--- src/cpc_pkg.sv ---
// Shared constants and types of the camera capture port
package cpc_pkg;
	// Register byte offsets
	localparam logic [7:0]  CPC_OFF_REV    = 8'h00;
	localparam logic [7:0]  CPC_OFF_DEPTH  = 8'h04;
	localparam logic [7:0]  CPC_OFF_CTRL   = 8'h08;
	localparam logic [7:0]  CPC_OFF_IE     = 8'h0C;
	localparam logic [7:0]  CPC_OFF_STATUS = 8'h10;
	localparam logic [7:0]  CPC_OFF_CODES  = 8'h14;
	localparam logic [7:0]  CPC_OFF_DATA   = 8'h30;
	// Control field positions
	localparam int          CPC_EN_BIT     = 31;
	localparam int          CPC_NN_BIT     = 30;
	localparam int          CPC_DMATHR_LSB = 17;
	localparam int          CPC_DMATHR_W   = 4;
	localparam int          CPC_DMAEN_BIT  = 16;
	localparam int          CPC_FTHR_LSB   = 5;
	localparam int          CPC_FTHR_W     = 5;
	localparam int          CPC_TIMING_BIT = 4;
	localparam int          CPC_WIDTH_LSB  = 2;
	localparam int          CPC_MODE_LSB   = 0;
	// Status and enable bit positions
	localparam int          CPC_FL_NEMPTY  = 3;
	localparam int          CPC_FL_THRESH  = 2;
	localparam int          CPC_FL_FULL    = 1;
	localparam int          CPC_FL_DONE    = 0;
	// Reset values, writable masks and store sizes
	localparam logic [31:0] CPC_CTRL_RESET  = 32'h0002_0020;
	localparam logic [31:0] CPC_CTRL_WMASK  = 32'hC01F_03FF;
	localparam logic [31:0] CPC_IE_RESET    = 32'h0000_0000;
	localparam logic [31:0] CPC_IE_WMASK    = 32'h0000_000F;
	localparam logic [31:0] CPC_CODES_RESET = 32'h0000_9D80;
	localparam logic [31:0] CPC_CODES_WMASK = 32'h0000_FFFF;
	localparam int          CPC_FIFO_DEPTH  = 8;
	localparam int          CPC_WORD_W      = 32;

	typedef enum logic [1:0] {
		CPC_MODE_OFF    = 2'b00,
		CPC_MODE_SINGLE = 2'b01,
		CPC_MODE_CONT   = 2'b10,
		CPC_MODE_RSVD   = 2'b11
	} cpc_mode_e;

	typedef enum logic [1:0] {
		CPC_PIX_8    = 2'b00,
		CPC_PIX_10   = 2'b01,
		CPC_PIX_12   = 2'b10,
		CPC_PIX_RSVD = 2'b11
	} cpc_width_e;

	typedef enum logic [1:0] {
		CPC_ST_IDLE   = 2'b00,
		CPC_ST_WAIT   = 2'b01,
		CPC_ST_ACTIVE = 2'b10
	} cpc_state_e;
endpackage

--- src/cpc_fifo_if.sv ---
// Push and pop signals between the capture logic and its word store
`timescale 1ns/100ps
interface cpc_fifo_if #(
	parameter int WIDTH = 32,
	parameter int LW    = 4
) ();
	logic             push;
	logic [WIDTH-1:0] pushData;
	logic             pop;
	logic [WIDTH-1:0] popData;
	logic [LW-1:0]    level;
	logic             full;
	logic             empty;

	modport writer (output push, pushData, pop, input popData, level, full, empty);
	modport store  (input push, pushData, pop, output popData, level, full, empty);
endinterface

--- src/cpc_top.sv ---
// Camera capture port: register file, pixel capture and packing
`timescale 1ns/100ps
module cpc_top #(
	parameter int         DEPTH     = cpc_pkg::CPC_FIFO_DEPTH,
	parameter logic [7:0] REV_MAJOR = 8'h01,
	parameter logic [7:0] REV_MINOR = 8'h00
) (
	input  wire logic        clk,
	input  wire logic        arst_n,
	input  wire logic        wb_cyc_i,
	input  wire logic        wb_stb_i,
	input  wire logic        wb_we_i,
	input  wire logic [7:0]  wb_adr_i,
	input  wire logic [3:0]  wb_sel_i,
	input  wire logic [31:0] wb_dat_i,
	output logic      [31:0] wb_dat_o,
	output logic             wb_ack_o,
	input  wire logic        pixClk,
	input  wire logic        hsync,
	input  wire logic        vsync,
	input  wire logic [11:0] sensorPixelBus,
	output logic             dmaReq,
	output logic             captureIrq,
	output logic             neuralNetModeEnable
);
	import cpc_pkg::*;

	// REV_MAJOR and REV_MINOR defaults are arbitrary values
	localparam int LW = $clog2(DEPTH + 1);

	generate
		if (DEPTH < 2 || DEPTH > 255) begin : gBadDepth
			$error("cpc_top: DEPTH must lie in 2..255");
		end
	endgenerate

	cpc_fifo_if #(.WIDTH(CPC_WORD_W), .LW(LW)) fifoIf ();

	cpc_fifo #(.DEPTH(DEPTH), .WIDTH(CPC_WORD_W)) uFifo (
		.clk    (clk),
		.arst_n (arst_n),
		.fifo   (fifoIf.store)
	);

	// Pin synchronisers; the third clock stage only feeds edge detection
	logic        pclkS1, pclkS2, pclkS3;
	logic        hsS1, hsS2;
	logic        vsS1, vsS2;
	logic [11:0] pixS1, pixS2;
	logic        pclkRise;

	always_ff @(posedge clk or negedge arst_n) begin
		if (!arst_n) begin
			pclkS1 <= 1'b0;
			pclkS2 <= 1'b0;
			pclkS3 <= 1'b0;
			hsS1   <= 1'b0;
			hsS2   <= 1'b0;
			vsS1   <= 1'b0;
			vsS2   <= 1'b0;
			pixS1  <= 12'h000;
			pixS2  <= 12'h000;
		end else begin
			pclkS1 <= pixClk;
			pclkS2 <= pclkS1;
			pclkS3 <= pclkS2;
			hsS1   <= hsync;
			hsS2   <= hsS1;
			vsS1   <= vsync;
			vsS2   <= vsS1;
			pixS1  <= sensorPixelBus;
			pixS2  <= pixS1;
		end
	end

	// Data changes on the falling pixel edge, so it is settled here
	assign pclkRise = pclkS2 & ~pclkS3;

	// Register state
	logic [31:0] ctrl_reg, ctrl_next;
	logic [31:0] ie_reg, ie_next;
	logic [31:0] codes_reg, codes_next;
	logic        done_reg, done_next;
	logic        ack_reg, ack_next;
	logic [31:0] rdat_reg, rdat_next;

	// Capture state
	cpc_state_e  state_reg, state_next;
	logic [31:0] word_reg, word_next;
	logic [1:0]  cnt_reg, cnt_next;
	logic        vsPrev_reg, vsPrev_next;

	logic        req, wr, rd;
	logic [7:0]  adrWord;
	logic [31:0] byteMask;
	logic [31:0] statusBits;
	logic [7:0]  lvl8;
	logic [7:0]  dmaThr8;
	logic [7:0]  fifoThr8;
	logic        doneEvt;
	logic        singleDone;
	logic        wordDone;
	logic        captureOn;
	logic        codeTiming;
	logic [11:0] pixMasked;
	logic [7:0]  pixByte;
	logic        rdRev;
	cpc_mode_e   mode;

	assign mode       = cpc_mode_e'(ctrl_reg[CPC_MODE_LSB +: 2]);
	assign codeTiming = ctrl_reg[CPC_TIMING_BIT];
	assign captureOn  = ctrl_reg[CPC_EN_BIT]
		& (mode == CPC_MODE_SINGLE || mode == CPC_MODE_CONT);
	assign lvl8       = 8'(fifoIf.level);
	assign dmaThr8    = 8'(ctrl_reg[CPC_DMATHR_LSB +: CPC_DMATHR_W]);
	assign fifoThr8   = 8'(ctrl_reg[CPC_FTHR_LSB +: CPC_FTHR_W]);

	// Live status from the store level, plus the sticky image done flag
	always_comb begin
		statusBits                = 32'h0000_0000;
		statusBits[CPC_FL_NEMPTY] = !fifoIf.empty;
		statusBits[CPC_FL_THRESH] = (lvl8 >= fifoThr8);
		statusBits[CPC_FL_FULL]   = fifoIf.full;
		statusBits[CPC_FL_DONE]   = done_reg;
	end

	// Level outputs; dropping the enable drops the request at once
	assign captureIrq          = |(ie_reg[3:0] & statusBits[3:0]);
	assign dmaReq              = ctrl_reg[CPC_DMAEN_BIT] && (lvl8 >= dmaThr8);
	assign neuralNetModeEnable = ctrl_reg[CPC_NN_BIT];
	assign wb_ack_o            = ack_reg;
	assign wb_dat_o            = rdat_reg;

	// Pixel width select; unused upper lines are forced low
	always_comb begin
		case (cpc_width_e'(ctrl_reg[CPC_WIDTH_LSB +: 2]))
			CPC_PIX_10: begin
				pixMasked = {2'b00, pixS2[9:0]};
			end
			CPC_PIX_12: begin
				pixMasked = pixS2;
			end
			default: begin
				pixMasked = {4'h0, pixS2[7:0]};
			end
		endcase
	end
	assign pixByte = pixMasked[7:0];

	// Capture sequencer and packer
	always_comb begin
		state_next  = state_reg;
		word_next   = word_reg;
		cnt_next    = cnt_reg;
		vsPrev_next = vsPrev_reg;
		doneEvt     = 1'b0;
		wordDone    = 1'b0;
		if (!captureOn) begin
			state_next = CPC_ST_IDLE;
			cnt_next   = 2'b00;
		end else if (pclkRise) begin
			vsPrev_next = vsS2;
			case (state_reg)
				CPC_ST_IDLE: begin
					state_next = CPC_ST_WAIT;
				end
				CPC_ST_WAIT: begin
					cnt_next = 2'b00;
					if (codeTiming) begin
						if (pixByte == codes_reg[7:0]) begin
							state_next = CPC_ST_ACTIVE;
						end
					end else if (vsS2 && !vsPrev_reg && hsS2) begin
						state_next = CPC_ST_ACTIVE;
					end
				end
				CPC_ST_ACTIVE: begin
					if (codeTiming ? (pixByte == codes_reg[15:8])
						: (vsS2 && !vsPrev_reg)) begin
						doneEvt    = 1'b1;
						state_next = (mode == CPC_MODE_SINGLE) ? CPC_ST_IDLE : CPC_ST_WAIT;
					end else if (codeTiming ? (pixByte != codes_reg[7:0]) : hsS2) begin
						cnt_next = cnt_reg + 2'b01;
						if (ctrl_reg[CPC_WIDTH_LSB +: 2] == CPC_PIX_8) begin
							word_next = {pixByte, word_reg[31:8]};
							wordDone  = (cnt_reg == 2'b11);
						end else begin
							word_next = {4'h0, pixMasked, word_reg[31:16]};
							wordDone  = cnt_reg[0];
						end
					end
				end
				default: begin
					state_next = CPC_ST_IDLE;
				end
			endcase
		end
	end

	assign singleDone      = doneEvt && (mode == CPC_MODE_SINGLE);
	// The store itself refuses a word while full, so its drop check sees the overflow
	assign fifoIf.push     = wordDone;
	assign fifoIf.pushData = word_next;

	// Wishbone slave: one wait state, unmapped reads give zero
	assign req      = wb_cyc_i & wb_stb_i & ~ack_reg;
	assign wr       = req & wb_we_i;
	assign rd       = req & ~wb_we_i;
	assign adrWord  = {wb_adr_i[7:2], 2'b00};
	assign byteMask = {{8{wb_sel_i[3]}}, {8{wb_sel_i[2]}}, {8{wb_sel_i[1]}}, {8{wb_sel_i[0]}}};
	assign rdRev    = rd && (adrWord == CPC_OFF_REV);
	assign fifoIf.pop = rd && (adrWord == CPC_OFF_DATA);

	always_comb begin
		ack_next   = req;
		ctrl_next  = ctrl_reg;
		ie_next    = ie_reg;
		codes_next = codes_reg;
		done_next  = done_reg;
		rdat_next  = rdat_reg;
		if (wr && adrWord == CPC_OFF_CTRL) begin
			ctrl_next = (ctrl_reg & ~(byteMask & CPC_CTRL_WMASK))
				| (wb_dat_i & byteMask & CPC_CTRL_WMASK);
		end
		if (wr && adrWord == CPC_OFF_IE) begin
			ie_next = (ie_reg & ~(byteMask & CPC_IE_WMASK)) | (wb_dat_i & byteMask & CPC_IE_WMASK);
		end
		if (wr && adrWord == CPC_OFF_CODES) begin
			codes_next = (codes_reg & ~(byteMask & CPC_CODES_WMASK))
				| (wb_dat_i & byteMask & CPC_CODES_WMASK);
		end
		// Hardware mode clear beats a racing software write
		if (singleDone) begin
			ctrl_next[CPC_MODE_LSB +: 2] = CPC_MODE_OFF;
		end
		// Set beats the write-one clear so no frame end is lost
		if (doneEvt) begin
			done_next = 1'b1;
		end else if (wr && adrWord == CPC_OFF_STATUS && wb_sel_i[0] && wb_dat_i[CPC_FL_DONE]) begin
			done_next = 1'b0;
		end
		if (rd) begin
			case (adrWord)
				CPC_OFF_REV: begin
					rdat_next = {16'h0000, REV_MAJOR, REV_MINOR};
				end
				CPC_OFF_DEPTH: begin
					rdat_next = {24'h00_0000, 8'(DEPTH)};
				end
				CPC_OFF_CTRL: begin
					rdat_next = ctrl_reg;
				end
				CPC_OFF_IE: begin
					rdat_next = ie_reg;
				end
				CPC_OFF_STATUS: begin
					rdat_next = statusBits;
				end
				CPC_OFF_CODES: begin
					rdat_next = codes_reg;
				end
				CPC_OFF_DATA: begin
					rdat_next = fifoIf.empty ? 32'h0000_0000 : fifoIf.popData;
				end
				default: begin
					rdat_next = 32'h0000_0000;
				end
			endcase
		end
	end

	always_ff @(posedge clk or negedge arst_n) begin
		if (!arst_n) begin
			ctrl_reg   <= CPC_CTRL_RESET;
			ie_reg     <= CPC_IE_RESET;
			codes_reg  <= CPC_CODES_RESET;
			done_reg   <= 1'b0;
			ack_reg    <= 1'b0;
			rdat_reg   <= 32'h0000_0000;
			state_reg  <= CPC_ST_IDLE;
			word_reg   <= 32'h0000_0000;
			cnt_reg    <= 2'b00;
			vsPrev_reg <= 1'b0;
		end else begin
			ctrl_reg   <= ctrl_next;
			ie_reg     <= ie_next;
			codes_reg  <= codes_next;
			done_reg   <= done_next;
			ack_reg    <= ack_next;
			rdat_reg   <= rdat_next;
			state_reg  <= state_next;
			word_reg   <= word_next;
			cnt_reg    <= cnt_next;
			vsPrev_reg <= vsPrev_next;
		end
	end

	chk_rev_read: assert property (@(posedge clk) disable iff (!arst_n)
		$past(rdRev) |-> (wb_ack_o && wb_dat_o == {16'h0000, REV_MAJOR, REV_MINOR}))
		else $error("revision read gave wrong data");

	chk_enable_idle: assert property (@(posedge clk) disable iff (!arst_n)
		!ctrl_reg[CPC_EN_BIT] |=> (state_reg == CPC_ST_IDLE && !fifoIf.push))
		else $error("capture ran while disabled");

	chk_dma_off: assert property (@(posedge clk) disable iff (!arst_n)
		!ctrl_reg[CPC_DMAEN_BIT] |-> !dmaReq)
		else $error("DMA request while DMA disabled");

	chk_dma_level: assert property (@(posedge clk) disable iff (!arst_n)
		(ctrl_reg[CPC_DMAEN_BIT] && dmaThr8 != 8'h00 && lvl8 >= dmaThr8) |-> dmaReq)
		else $error("DMA request missing at threshold");

	chk_irq_nempty: assert property (@(posedge clk) disable iff (!arst_n)
		(ie_reg[CPC_FL_NEMPTY] && !fifoIf.empty) |-> captureIrq)
		else $error("not-empty interrupt missing");

	chk_irq_quiet: assert property (@(posedge clk) disable iff (!arst_n)
		(ie_reg[3:0] == 4'h0) |-> !captureIrq)
		else $error("interrupt with all enables off");

	chk_single_clear: assert property (@(posedge clk) disable iff (!arst_n)
		singleDone |=> (mode == CPC_MODE_OFF && done_reg) ##1 (state_reg == CPC_ST_IDLE))
		else $error("single image did not stop");

	chk_done_clear: assert property (@(posedge clk) disable iff (!arst_n)
		(wr && adrWord == CPC_OFF_STATUS && wb_sel_i[0] && wb_dat_i[0] && !doneEvt)
		|=> !done_reg)
		else $error("write one did not clear image done");

	chk_full_flag: assert property (@(posedge clk) disable iff (!arst_n)
		(fifoIf.push && !fifoIf.pop && lvl8 == 8'(DEPTH - 1)) |=> statusBits[CPC_FL_FULL])
		else $error("full flag missing");
endmodule // cpc_top

--- src/cpc_fifo.sv ---
// Word store of the camera capture port
`timescale 1ns/100ps
module cpc_fifo #(
	parameter int DEPTH = cpc_pkg::CPC_FIFO_DEPTH,
	parameter int WIDTH = cpc_pkg::CPC_WORD_W
) (
	input wire logic clk,
	input wire logic arst_n,
	cpc_fifo_if.store fifo
);
	import cpc_pkg::*;

	localparam int PW = (DEPTH > 1) ? $clog2(DEPTH) : 1;
	localparam int LW = $clog2(DEPTH + 1);

	generate
		if (DEPTH < 2 || DEPTH > 255) begin : gBadDepth
			$error("cpc_fifo: DEPTH must lie in 2..255");
		end
	endgenerate

	logic [WIDTH-1:0] mem [DEPTH];
	logic [PW-1:0]    wrPtr_reg, wrPtr_next;
	logic [PW-1:0]    rdPtr_reg, rdPtr_next;
	logic [LW-1:0]    count_reg, count_next;
	logic             doPush;
	logic             doPop;

	assign fifo.full    = (count_reg == LW'(DEPTH));
	assign fifo.empty   = (count_reg == '0);
	assign fifo.level   = count_reg;
	assign fifo.popData = mem[rdPtr_reg];

	always_comb begin
		// A full store drops the new word instead of overwriting
		doPush     = fifo.push & ~fifo.full;
		doPop      = fifo.pop & ~fifo.empty;
		wrPtr_next = wrPtr_reg;
		rdPtr_next = rdPtr_reg;
		count_next = count_reg;
		if (doPush) begin
			wrPtr_next = (wrPtr_reg == PW'(DEPTH - 1)) ? '0 : wrPtr_reg + 1'b1;
		end
		if (doPop) begin
			rdPtr_next = (rdPtr_reg == PW'(DEPTH - 1)) ? '0 : rdPtr_reg + 1'b1;
		end
		if (doPush && !doPop) begin
			count_next = count_reg + 1'b1;
		end else if (doPop && !doPush) begin
			count_next = count_reg - 1'b1;
		end
	end

	always_ff @(posedge clk or negedge arst_n) begin
		if (!arst_n) begin
			wrPtr_reg <= '0;
			rdPtr_reg <= '0;
			count_reg <= '0;
		end else begin
			wrPtr_reg <= wrPtr_next;
			rdPtr_reg <= rdPtr_next;
			count_reg <= count_next;
		end
	end

	// Storage needs no reset; empty reads are masked by the reader
	always_ff @(posedge clk) begin
		if (doPush) begin
			mem[wrPtr_reg] <= fifo.pushData;
		end
	end

	chk_pop_level: assert property (@(posedge clk) disable iff (!arst_n)
		(fifo.pop && !fifo.empty && !fifo.push) |=> (count_reg == $past(count_reg) - 1'b1))
		else $error("pop did not lower the level by one");

	chk_full_drop: assert property (@(posedge clk) disable iff (!arst_n)
		(fifo.full && fifo.push && !fifo.pop) |=> (fifo.full && wrPtr_reg == $past(wrPtr_reg)))
		else $error("push into full store changed it");
endmodule // cpc_fifo

--- config.mk ---
export PLATFORM = sky130hd
export DESIGN_NAME = cpc_top
export DESIGN_NICKNAME = d
export VERILOG_FILES = /design/src/cpc_pkg.sv /design/src/cpc_fifo_if.sv /design/src/cpc_top.sv /design/src/cpc_fifo.sv
export SDC_FILE = /design/constraint.sdc
export NUM_CORES = 1
export LEC_CHECK = 0
export ABC_AREA = 1
export BUFFER_PORTS_ARGS = -buffer_cell sky130_fd_sc_hd__clkbuf_2
export CAP_MARGIN = 30
export CORE_UTILIZATION = 55
export DETAILED_ROUTE_END_ITERATION = 8
export PLACE_DENSITY_LB_ADDON = 0.08
export SKIP_CTS_REPAIR_TIMING = 1
export SLEW_MARGIN = 15
export SYNTH_ARGS = -nofsm -noshare
export SYNTH_HDL_FRONTEND = slang
export SYNTH_HIERARCHICAL = 1
export SYNTH_SLANG_ARGS = --single-unit
--- constraint.sdc ---
create_clock -name clk -period 4.3 [get_ports clk]
set_input_delay 0.43 -clock clk [delete_from_list [all_inputs] [get_ports clk]]
set_output_delay 0.43 -clock clk [all_outputs]
set_load 0.01 [all_outputs]
# Word level (Yosys, flattened, before mapping)
# Memory sizes are Yosys's and may differ from the RTL's.
# Cells that the tools add are included.
[totals]
reg_bits = 208
ramBits = 256
inputBits = 64
output_inout_bits = 36
word_cells = 154
memories = 1
[mem_list]
columns = ["memory", "depth", "width", "rd", "rd_ports_with_merged_regs", "wr", "line", "rtl"]
rows = [
  ["uFifo.mem", 8, 32, 1, 0, 1, "cpc_fifo.sv:22", "logic [WIDTH-1:0] mem [DEPTH];"],
]
[op_classes]
addsub = 5
magnitude_cmp = 2
n_eq_ne = 26
mux = 44
bitwise = 24
reduce_logical = 29
[op_table]
columns = ["op", "count"]
rows = [
  ["two-way mux 32 bit", 7],
  ["one-hot mux 32 bit (7 select lines)", 1],
  ["AND 32 bit", 4],
  ["NOT 16 -> 32 bit", 1],
  ["NOT 32 bit", 1],
  ["NOT 4 -> 32 bit", 1],
  ["OR 32 x 16 -> 32 bit", 1],
  ["OR 32 bit", 1],
  ["OR 32 x 4 -> 32 bit", 1],
  ["two-way mux 2 bit", 12],
  ["one-hot mux 12 bit (2 select lines)", 1],
  ["two-way mux 1 bit", 17],
  ["== test 8 bit", 2],
  ["logical AND 1 bit", 13],
  ["== test 6 x 2 -> 1 bit, second input constant", 2],
  ["== test 6 x 3 -> 1 bit, second input constant", 2],
  ["!= test 3 bit, second input constant", 3],
  ["AND 1 bit", 8],
  ["== test 2 bit, second input constant", 4],
  ["zero test 8 bit", 1],
  ["two-way mux 4 bit", 2],
  ["!= test 4 bit, second input constant", 2],
  ["!= test 8 bit", 1],
  ["AND reduction 4 bit", 2],
  ["other kinds (25)", 40],
]

# Longest topological paths before layout
# Gate-level depths: netlist (run 1).
[logic_depth]
word_depth = 14
mapped_depth = 21
depth_no_buf = 20

# By module
# The synthesis (run 1) kept the hierarchy.
[by_module_without_submodules]
columns = ["mod", "instances", "cells_per_inst", "area_per_inst_um2", "seq_area_each_um2"]
rows = [
  ["cpc_fifo", 1, 941, 10825.4, 7937.6],
  ["cpc_top", 1, 764, 6647.6, 3488.3],
]

# Worst setup path after synthesis (run 1)
# OpenSTA, ideal clock, no wires.
[synth_path]
path_kind = "reg2reg"
from = "reg ctrl_reg[0]"
to = "mem uFifo.mem[1][0], enable pin"
setup_ns = 0.421
arrival_time_ns = 3.128
required_ns = 3.879
setup_slack_ns = 0.751
path_stages_with_launch = 12
path_buffers = 1
period_less_slack_ns = 3.549
path_cell_list = "dfrtp_1 > ha_1 > nor2_4 > inv_2 > nor2_4 > nand3_4 > buf_4 > nor3_1 > nand2_1 > inv_2 > nand2_1 > nor2_1"
[synth_between]
elab_chain_len = 7
elab_cells_between_ends = 8
classes_between = "eq/ne: 2; mux: 3; bitwise: 2; reduce/logical: 1"
[synth_rtl]
columns = ["element", "line", "rtl"]
rows = [
  ["start, declared", "cpc_top.sv:80", "logic [31:0] ctrl_reg, ctrl_next;"],
  ["start signal, assigned", "cpc_top.sv:285", "ctrl_reg <= ctrl_next;"],
  ["== test 2 x 1 -> 1 bit / == test 2 bit (equally long branches)", "cpc_top.sv:113", "& (mode == CPC_MODE_SINGLE || mode == CPC_MODE_CONT);"],
  ["logical OR 1 bit *", "cpc_top.sv:113", ""],
  ["AND 1 bit *", "cpc_top.sv:113", ""],
  ["two-way mux 1 bit *", "cpc_top.sv:158", "if (!captureOn) begin"],
  ["via fifoIf.push", "cpc_fifo_if.sv:7", "logic push;"],
  ["AND 1 bit *", "cpc_fifo.sv:36", "doPush = fifo.push & ~fifo.full;"],
  ["via uFifo.doPush", "cpc_fifo.sv:26", "logic doPush;"],
  ["two-way mux 1 bit *", "cpc_fifo.sv:68", "if (doPush) begin"],
  ["two-way mux 1 bit (not written as such) *", "cpc_fifo.sv:69", "mem[wrPtr_reg] <= fifo.pushData;"],
  ["end, declared", "cpc_fifo.sv:22", ""],
]
# The timed path passes the listed nets; every way through them passes the cells marked *.

# Final worst setup path (run 1)
[layout_path]
from = "reg ctrl_reg[0]"
to = "mem uFifo.mem[3][18], enable pin"
# The elaborated chain is that of the path after synthesis.

==> results of run 1 <==
## cells by family after synthesis
group           after synthesis
fa+ha+maj                    21
buf+inv                     188
compound gates              277
mux                           5
flops                       405
simple gates                803
xor+xnor                      6
## layout make-up
| cell class | instances | area, um^2 |
|---|---|---|
| multi-input combinational | 1112 | 5250 |
| sequential | 405 | 11400 |
| tap | 396 | 495 |
| timing repair buffer | 120 | 752 |
| clock inverter | 12 | 93.8 |
| clock buffer | 58 | 1150 |
| fill | 2511 | 11300 |
| inverter | 115 | 433 |
## stage by stage
step                utilization  power, W  hold WS (ns)  instance area [um^2]  std cells
global route              0.634   0.00789       0.00174                 19600       2218
finish                    0.634   0.00765        0.0133                 19600       2218
detailed placement        0.590   0.00441         0.335                 18200       2137
global placement          0.590   0.00441         0.333                 18200       2137
CTS                       0.631   0.00770       -0.0381                 19500       2207
floorplan                     -   0.00431         0.134                 17500       1705
## path summary, 6_finish.rpt
kind                              startpoint          endpoint  slack, ns  depth (start not counted)
max                              ctrl_reg[0]  uFifo/mem[3][18]       0.83                         11
min                        sensorPixelBus[0]          pixS1[0]       0.01                          1
max reg2reg                      ctrl_reg[0]  uFifo/mem[3][18]       0.83                         11
min reg2reg                         pixS1[8]          pixS2[8]       0.34                          0
max in group asynchronous             arst_n         async pin       2.83                          3
min in group asynchronous             arst_n      wb_dat_o[27]       0.51                          2
## per-layer routing
| metal | track usage | wire length (um) | up-vias |
|---|---|---|---|
| met4 | 0.0909 | 1190 | 0 |
| met2 | 0.425 | 19500 | 415 |
| met1 | 0.357 | 17700 | 5815 |
| li1 | - | - | 5839 |
| met3 | 0.0414 | 2880 | 71 |
| met5 | 0 | 0 | - |
## report_power, final
| group | internal (W) | leakage (nW) | switching, W |
|---|---|---|---|
| logic | 0.0000566 | 3.40 | 0.000125 |
| registers | 0.00414 | 4.31 | 0.0000207 |
| clock network | 0.00192 | 0.614 | 0.00140 |
| total | 0.00611 | 8.32 | 0.00154 |
## cell usage in the layout (no fill, tap or decap), drive strengths merged, types with 9 or more instances in the layout
| cell type | instances |
|---|---|
| clkbuf | 145 |
| dfrtp | 141 |
| o211ai | 9 |
| o21ai | 226 |
| dlygate4sd3 | 11 |
| ha | 20 |
| nor2 | 124 |
| edfxtp | 256 |
| a21oi | 22 |
| clkinv | 10 |
| nand2 | 620 |
| buf | 22 |
| inv | 115 |
| nand3 | 43 |
==> impl_summary.md, run 1 <==
Logic synthesis
Each instance of the synthesized netlist takes up on average 10.2 um^2. The main flop type after synthesis is sky130_fd_sc_hd__edfxtp_1. In this run, synthesis produced a sequential element count of 405. After synthesis, the share of flip-flops with an asynchronous set or reset is 0.368.

The number of nets in the synthesized netlist is 1,790. The fraction of synthesized cell area in xor and xnor cells is 0.00301. Of the total synthesized cell area, the portion taken by AND, OR, NAND and NOR gates is 0.188. Of the total synthesized cell area, the portion taken by full adders, half adders and majority gates is 0.0155. The biggest area contributor in the post-synthesis netlist is sky130_fd_sc_hd__edfxtp_1.

By area the synthesized netlist is led by sky130_fd_sc_hd__edfxtp_1 44%, sky130_fd_sc_hd__dfrtp_1 20%, sky130_fd_sc_hd__nand2_1 13%, sky130_fd_sc_hd__o21ai_0 3.6%, sky130_fd_sc_hd__o21ai_1 2.5%. The synthesized area is 17,500 um^2. The count of yosys warnings during synthesis is 6. Synthesis produced a netlist whose cell count is 1,705. The number of enable flip-flop cells after synthesis is 256. The mux share of post-synthesis cell area is 0.00358. The fraction of the mapped netlist area in compound gates was 0.0863. By area, the combinational part of the netlist is dominated by simple AND/OR/NAND/NOR gates. By count the netlist is led by 611 x sky130_fd_sc_hd__nand2_1, 256 x sky130_fd_sc_hd__edfxtp_1, 141 x sky130_fd_sc_hd__dfrtp_1, 126 x sky130_fd_sc_hd__o21ai_0, 102 x sky130_fd_sc_hd__nor2_1. Counting distinct cell types in the post-synthesis netlist gives 47. The share of the Yosys chip area taken by registers is 0.654. The library cell with the highest instance count after synthesis is sky130_fd_sc_hd__nand2_1. The portion of synthesized cell area occupied by the leading cell type is 0.440.

Setup path
Data on the critical path is required at its endpoint by 4.46 ns. The arrival time of the worst setup path is 3.63 ns. The highest net fanout along the worst path is 32. Walking the worst path, the cells encountered are ha_1 -> nor2_4 -> inv_2 -> nor2_4 -> nand3_4 -> nor3_1 -> nand2_1 -> inv_2 -> nand2_1 -> nor2_4 -> buf_4. The critical path capture point type is a register.

STA classifies the critical path startpoint as a register. The largest single stage delay on the critical path is 0.51 ns. Counting both buffers and inverters, the worst setup path holds a total of 3. The setup path with the least slack is of type register to register.

Among cell families on the critical path, the largest total delay comes from simple AND/OR/NAND/NOR gates. The highest-delay cell along the critical path is sky130_fd_sc_hd__buf_4. In this design, the critical path's most frequently occurring cell is sky130_fd_sc_hd__nor2_4.

Floorplan
The count of boundary I/O pins is 100. The core region is 30,900 um^2. The die is 180 um wide. The floorplan step defined a die boundary enclosing 32,500 um^2. After floorplanning, the core was divided into 64 placement rows.

The starting density of the core is 0.565. In this run the vertical extent of the chip is 180 um.

STA
Setup violations remaining at the end of the flow were counted as 0. Based on the critical path, the design can be clocked at up to 288 MHz. The transition time of the tightest slew-check pin is 0.857 ns. The routed design could run at a clock period as short as 3.47 ns.

The number of endpoints with negative hold slack in the final report came to 0. Of the available clock period, the critical path in the final layout requires 0.806. In the final timing run, aggregate negative setup slack is 0 ns. Once routing completed, OpenROAD measured the worst setup slack at 0.832 ns.

Setup repair after global routing left no endpoint under its margin. The clock skew is 0.0195 ns. The number of pins exceeding their max-slew limit in the final report is 0. The worst slew slack as a fraction of its limit is 0.429.

Clock network
After clock tree synthesis, the clock-pin slew on the worst setup and hold paths is 0.06 ns. No sink is reached through more buffers than the 3 on the longest clock path. The total number of clock tree sinks is 405. The number of CTS-inserted buffers is 41. For the worst-skew pair, the clock arrives at the later sink with an insertion delay of 0.53 ns. The TritonCTS clock tree is done. The cell at the root of the clock tree is sky130_fd_sc_hd__clkbuf_16. The H-tree depth is 2.

Drt
The detail route stage leaves a number of antenna-violating nets equal to 0. In the routed layout, each cell is associated on average with a via count of 5.47. The number of iterations in the first detailed-routing pass is 5. The total wirelength of the detailed-routed design is 41,300 um. The number of violations reported at the end of detailed-routing iteration 0 is 968. Detailed routing inserted a total of 12,100 vias. After detailed routing, the average wire length per cell comes to 18.6 um. After detailed routing, the number of remaining DRC violations is 0.

GRT
Entering global routing, the biggest net connects 82 pins. The number of antenna violations at the first check in global routing came to 0. The first global-routing pass estimated 64,700 um of wire. The number of global-route vias before repair is 11,700.

Across every metal layer, demand over resource in global routing totals 0.260. Summed over all layers, the global routing overflow is 0.

Placed design
The half-perimeter wire length after placement is 25,400 um. The global placement routability congestion is 0.905. The worst setup slack after placement is 0.881 ns. The number of I/O port buffers is 88.

Cells and area
Compared with the post-synthesis result, the final layout area differs by 12.2%. The flip-flop count of the largest register after layout is 256. The number of antenna diodes in the final layout is 0. In the final design database the tool counted 1,880 nets. In the final layout, the share of cells above drive strength 1 is 0.139.

Run status
The run finished with clean final reports.

Pwr
The total power per unit cell area is 390 nW/um^2. IR analysis of the VDD net gives a maximum drop of 0.427 mV. The static leakage power is 8.32 nW.

Job
The max-cap check violation count is 0.

Worst hold path
The tightest min-delay check is of the input pin to register type.
Note: power is estimated with default switching activity, not from simulation.
==> run 2: changes to the inputs <==
==> constraint.sdc (replaced) <==
create_clock -name clk -period 2.95 [get_ports clk]
set_input_delay 0.295 -clock clk [delete_from_list [all_inputs] [get_ports clk]]
set_output_delay 0.295 -clock clk [all_outputs]
set_load 0.01 [all_outputs]
==> impl_summary.md, run 2 (synthesis gave the netlist of run 1 again) <==
Run status
The flow ran to the end, but the final reports show violations. The checks that failed: hold timing.

Floorplan
The die span in y is 180 um (unchanged). The overall die width is 180 um (unchanged). The count of standard-cell rows was 64 (unchanged). The die area is 32,500 um^2 (unchanged). The placeable core region is 30,900 um^2 (unchanged). The starting density of the core is 0.565 (unchanged). The count of boundary I/O pins came to 100 (unchanged).

Setup path
The signal on the critical path passes through inv_1 -> ha_1 -> nor2_4 -> inv_2 -> nor2_4 -> nand3_4 -> nor3_1 -> buf_4 -> nand2_1 -> inv_2 -> ha_1 -> inv_1 -> ha_1 -> or2_2 -> nand2_1 -> nand2_1 -> nand3_1 -> nand2_1. Counting stages on the worst path, the most repeated cell is sky130_fd_sc_hd__nand2_1. The highest net fanout along the worst path is 5 (-84%). The required time of the critical path is 3.37 ns (-1.09 ns). The cell family with the largest share of critical-path delay is simple AND/OR/NAND/NOR gates.

The critical path capture point type is a register. The arrival time of the worst setup path is 3.23 ns (-0.40 ns). The stage delay of the slowest cell on the critical path is 0.38 ns (-0.13 ns). The kind of critical path is register to register.

The startpoint type of the worst setup path is a register. The highest-delay cell along the critical path is sky130_fd_sc_hd__dfrtp_1. The sum of buffers and inverters on the critical path is 5 (+2).

Drt
The number of iterations in the first detailed-routing pass is 5 (unchanged). The per-cell via count in the routed design was 5.45 (-0.43%). The routed via count is 12,300 (+1.3%).

The number of violations reported at the end of detailed-routing iteration 0 was 854 (-12%). The average detailed-routed wire length per instance is 18.6 um (about the same). The total wirelength of the detailed-routed design was 42,000 um (+1.7%). The number of antenna-violating nets in the routed design is 0 (unchanged). The residual DRC count is 0 (unchanged).

Cells and area
The flip-flop count of the largest register after layout came to 256 (unchanged). The number of fill cells came to 2,427 (-3.3%). The share of post-route cells with drive strength above 1 is 0.151 (+0.0111).

The combined flip-flop and latch cell area is 11,400 um^2 (unchanged). In the layout the commonest cells are 611 x sky130_fd_sc_hd__nand2_1, 256 x sky130_fd_sc_hd__edfxtp_1, 139 x sky130_fd_sc_hd__dfrtp_1. The antenna diode count is 0 (unchanged). The multi-input combinational cell area was 5250 um^2 (unchanged). The final standard cell utilization of the core came to 0.652 (+0.0174). The most common library cell in the layout ignoring fill and taps is sky130_fd_sc_hd__nand2_1.

The layout overhead on the synthesized area is 15.3%. The net count reported at finish is 1,914 (+1.8%).

GRT
The largest net degree at the start of global routing is 131 (+60%). The number of antenna violations at the first check in global routing came to 0 (unchanged). The global router's overall resource usage is 0.263 (+0.00229).

The residual overflow from global routing is 0 (unchanged). The wire length of the first global-routing pass was 65,700 um (+1.4%). The number of global-route vias before repair came to 11,800 (+1.1%).

Placed design
The number of I/O port buffers is 88 (unchanged). The worst setup slack after placement is 0.197 ns (-0.684 ns). The half-perimeter wire length after placement is 26,700 um (+4.9%). The global placement routability congestion is 0.887 (-2.0%).

STA
The number of endpoints with negative hold slack in the final report is 1 (+1). The total of endpoints with negative setup slack in the final report was 0 (unchanged). The number of pins exceeding their max-slew limit in the final report is 0 (unchanged). The final period utilization came to 0.952 (+0.146).

The final-layout worst hold slack came to -0.00772 ns (-0.0210 ns). The clock skew is 0.0264 ns (+0.00692 ns). The worst-case setup margin in the final layout is 0.140 ns (-0.692 ns).

The transition time of the tightest slew-check pin is 0.880 ns (+0.0226 ns). The time the worst path needs with I/O delays and setup came to 2.81 ns (-0.658 ns). Setup repair after global routing left no endpoint under its margin. The worst slew slack as a fraction of its limit was 0.414 (-0.0151).

The upper clock frequency limit is 356 MHz (+23%).

Clock network
The clock insertion delay at the later pin of the skew report is 0.54 ns (about the same). The number of buffers on the longest clock path was 3 (unchanged). The total number of clock tree sinks is 405 (unchanged). The clock transition time at the flip-flop clock pins of the worst setup and hold paths is 0.06 ns (about the same). The number of CTS-inserted buffers is 42 (+2.4%). The tree is rooted in a sky130_fd_sc_hd__clkbuf_16.

The H-tree depth is 2 (unchanged). TritonCTS built the clock tree.

Pwr
The total power per unit cell area came to 568 nW/um^2 (+45%). The highest ir drop seen on vdd came to 0.556 mV (+30%). The static leakage power was 8.55 nW (+2.8%).

Worst hold path
The tightest min-delay check is of the input pin to register type.

Job
The max-cap check violation count came to 0 (unchanged).
-- run 2: report_power, final --
group	switching [W]	total, W	internal (W)	leakage, nW
clock network	0.00212	0.00510	0.00298	0.640
registers	0.0000302	0.00606	0.00603	4.31
logic	0.000181	0.000278	0.0000965	3.61
total	0.00234	0.0114	0.00910	8.55
-- run 2: path summary, 6_finish.rpt --
kind,startpoint,endpoint,slack [ns],depth (start not counted)
max,ctrl_reg[1],uFifo/fifo.level[3],0.14,18
min,wb_dat_i[7],register,-0.008,3
max reg2reg,ctrl_reg[1],uFifo/fifo.level[3],0.14,18
min reg2reg,pclkS1,pclkS2,0.35,0
max in group asynchronous,arst_n,async pin,1.78,3
min in group asynchronous,arst_n,uFifo/wrPtr_reg[2],0.32,2
-- run 2: final cells by class --
type,count,area share
clock inverter,22,0.00944
inverter,115,0.0215
sequential,405,0.568
tap,396,0.0246
timing repair buffer,153,0.0601
multi-input combinational,1112,0.260
clock buffer,53,0.0563
-- run 2: worst min-delay path, delay by kind of cell --
| family | cells | cell delay [ns] |
|---|---|---|
| buffers and inverters | 2 | 0.15 |
| AO/OA/AOI/OAI | 1 | 0.07 |
-- run 2: metrics by stage --
step	std cells	hold WS, ns	total power (W)	instance area, um^2	setup TNS [ns]
after detailed placement	2161	0.335	0.00643	18600	0
after global placement	2161	0.332	0.00642	18600	0
after floorplan	1705	-0.000591	0.00629	17500	-30.03
after global routing	2256	0.00827	0.0118	20100	0
after CTS	2236	-0.229	0.0115	19900	0
final	2256	-0.00772	0.0114	20100	0
-- run 2: layer usage --
metal | global-route usage | vias up | wire [um]
li1 | - | 5909 | -
met1 | 0.362 | 5983 | 18500
met2 | 0.436 | 337 | 20500
met3 | 0.0338 | 66 | 1950
met4 | 0.0817 | 0 | 1070
met5 | 0 | - | 0
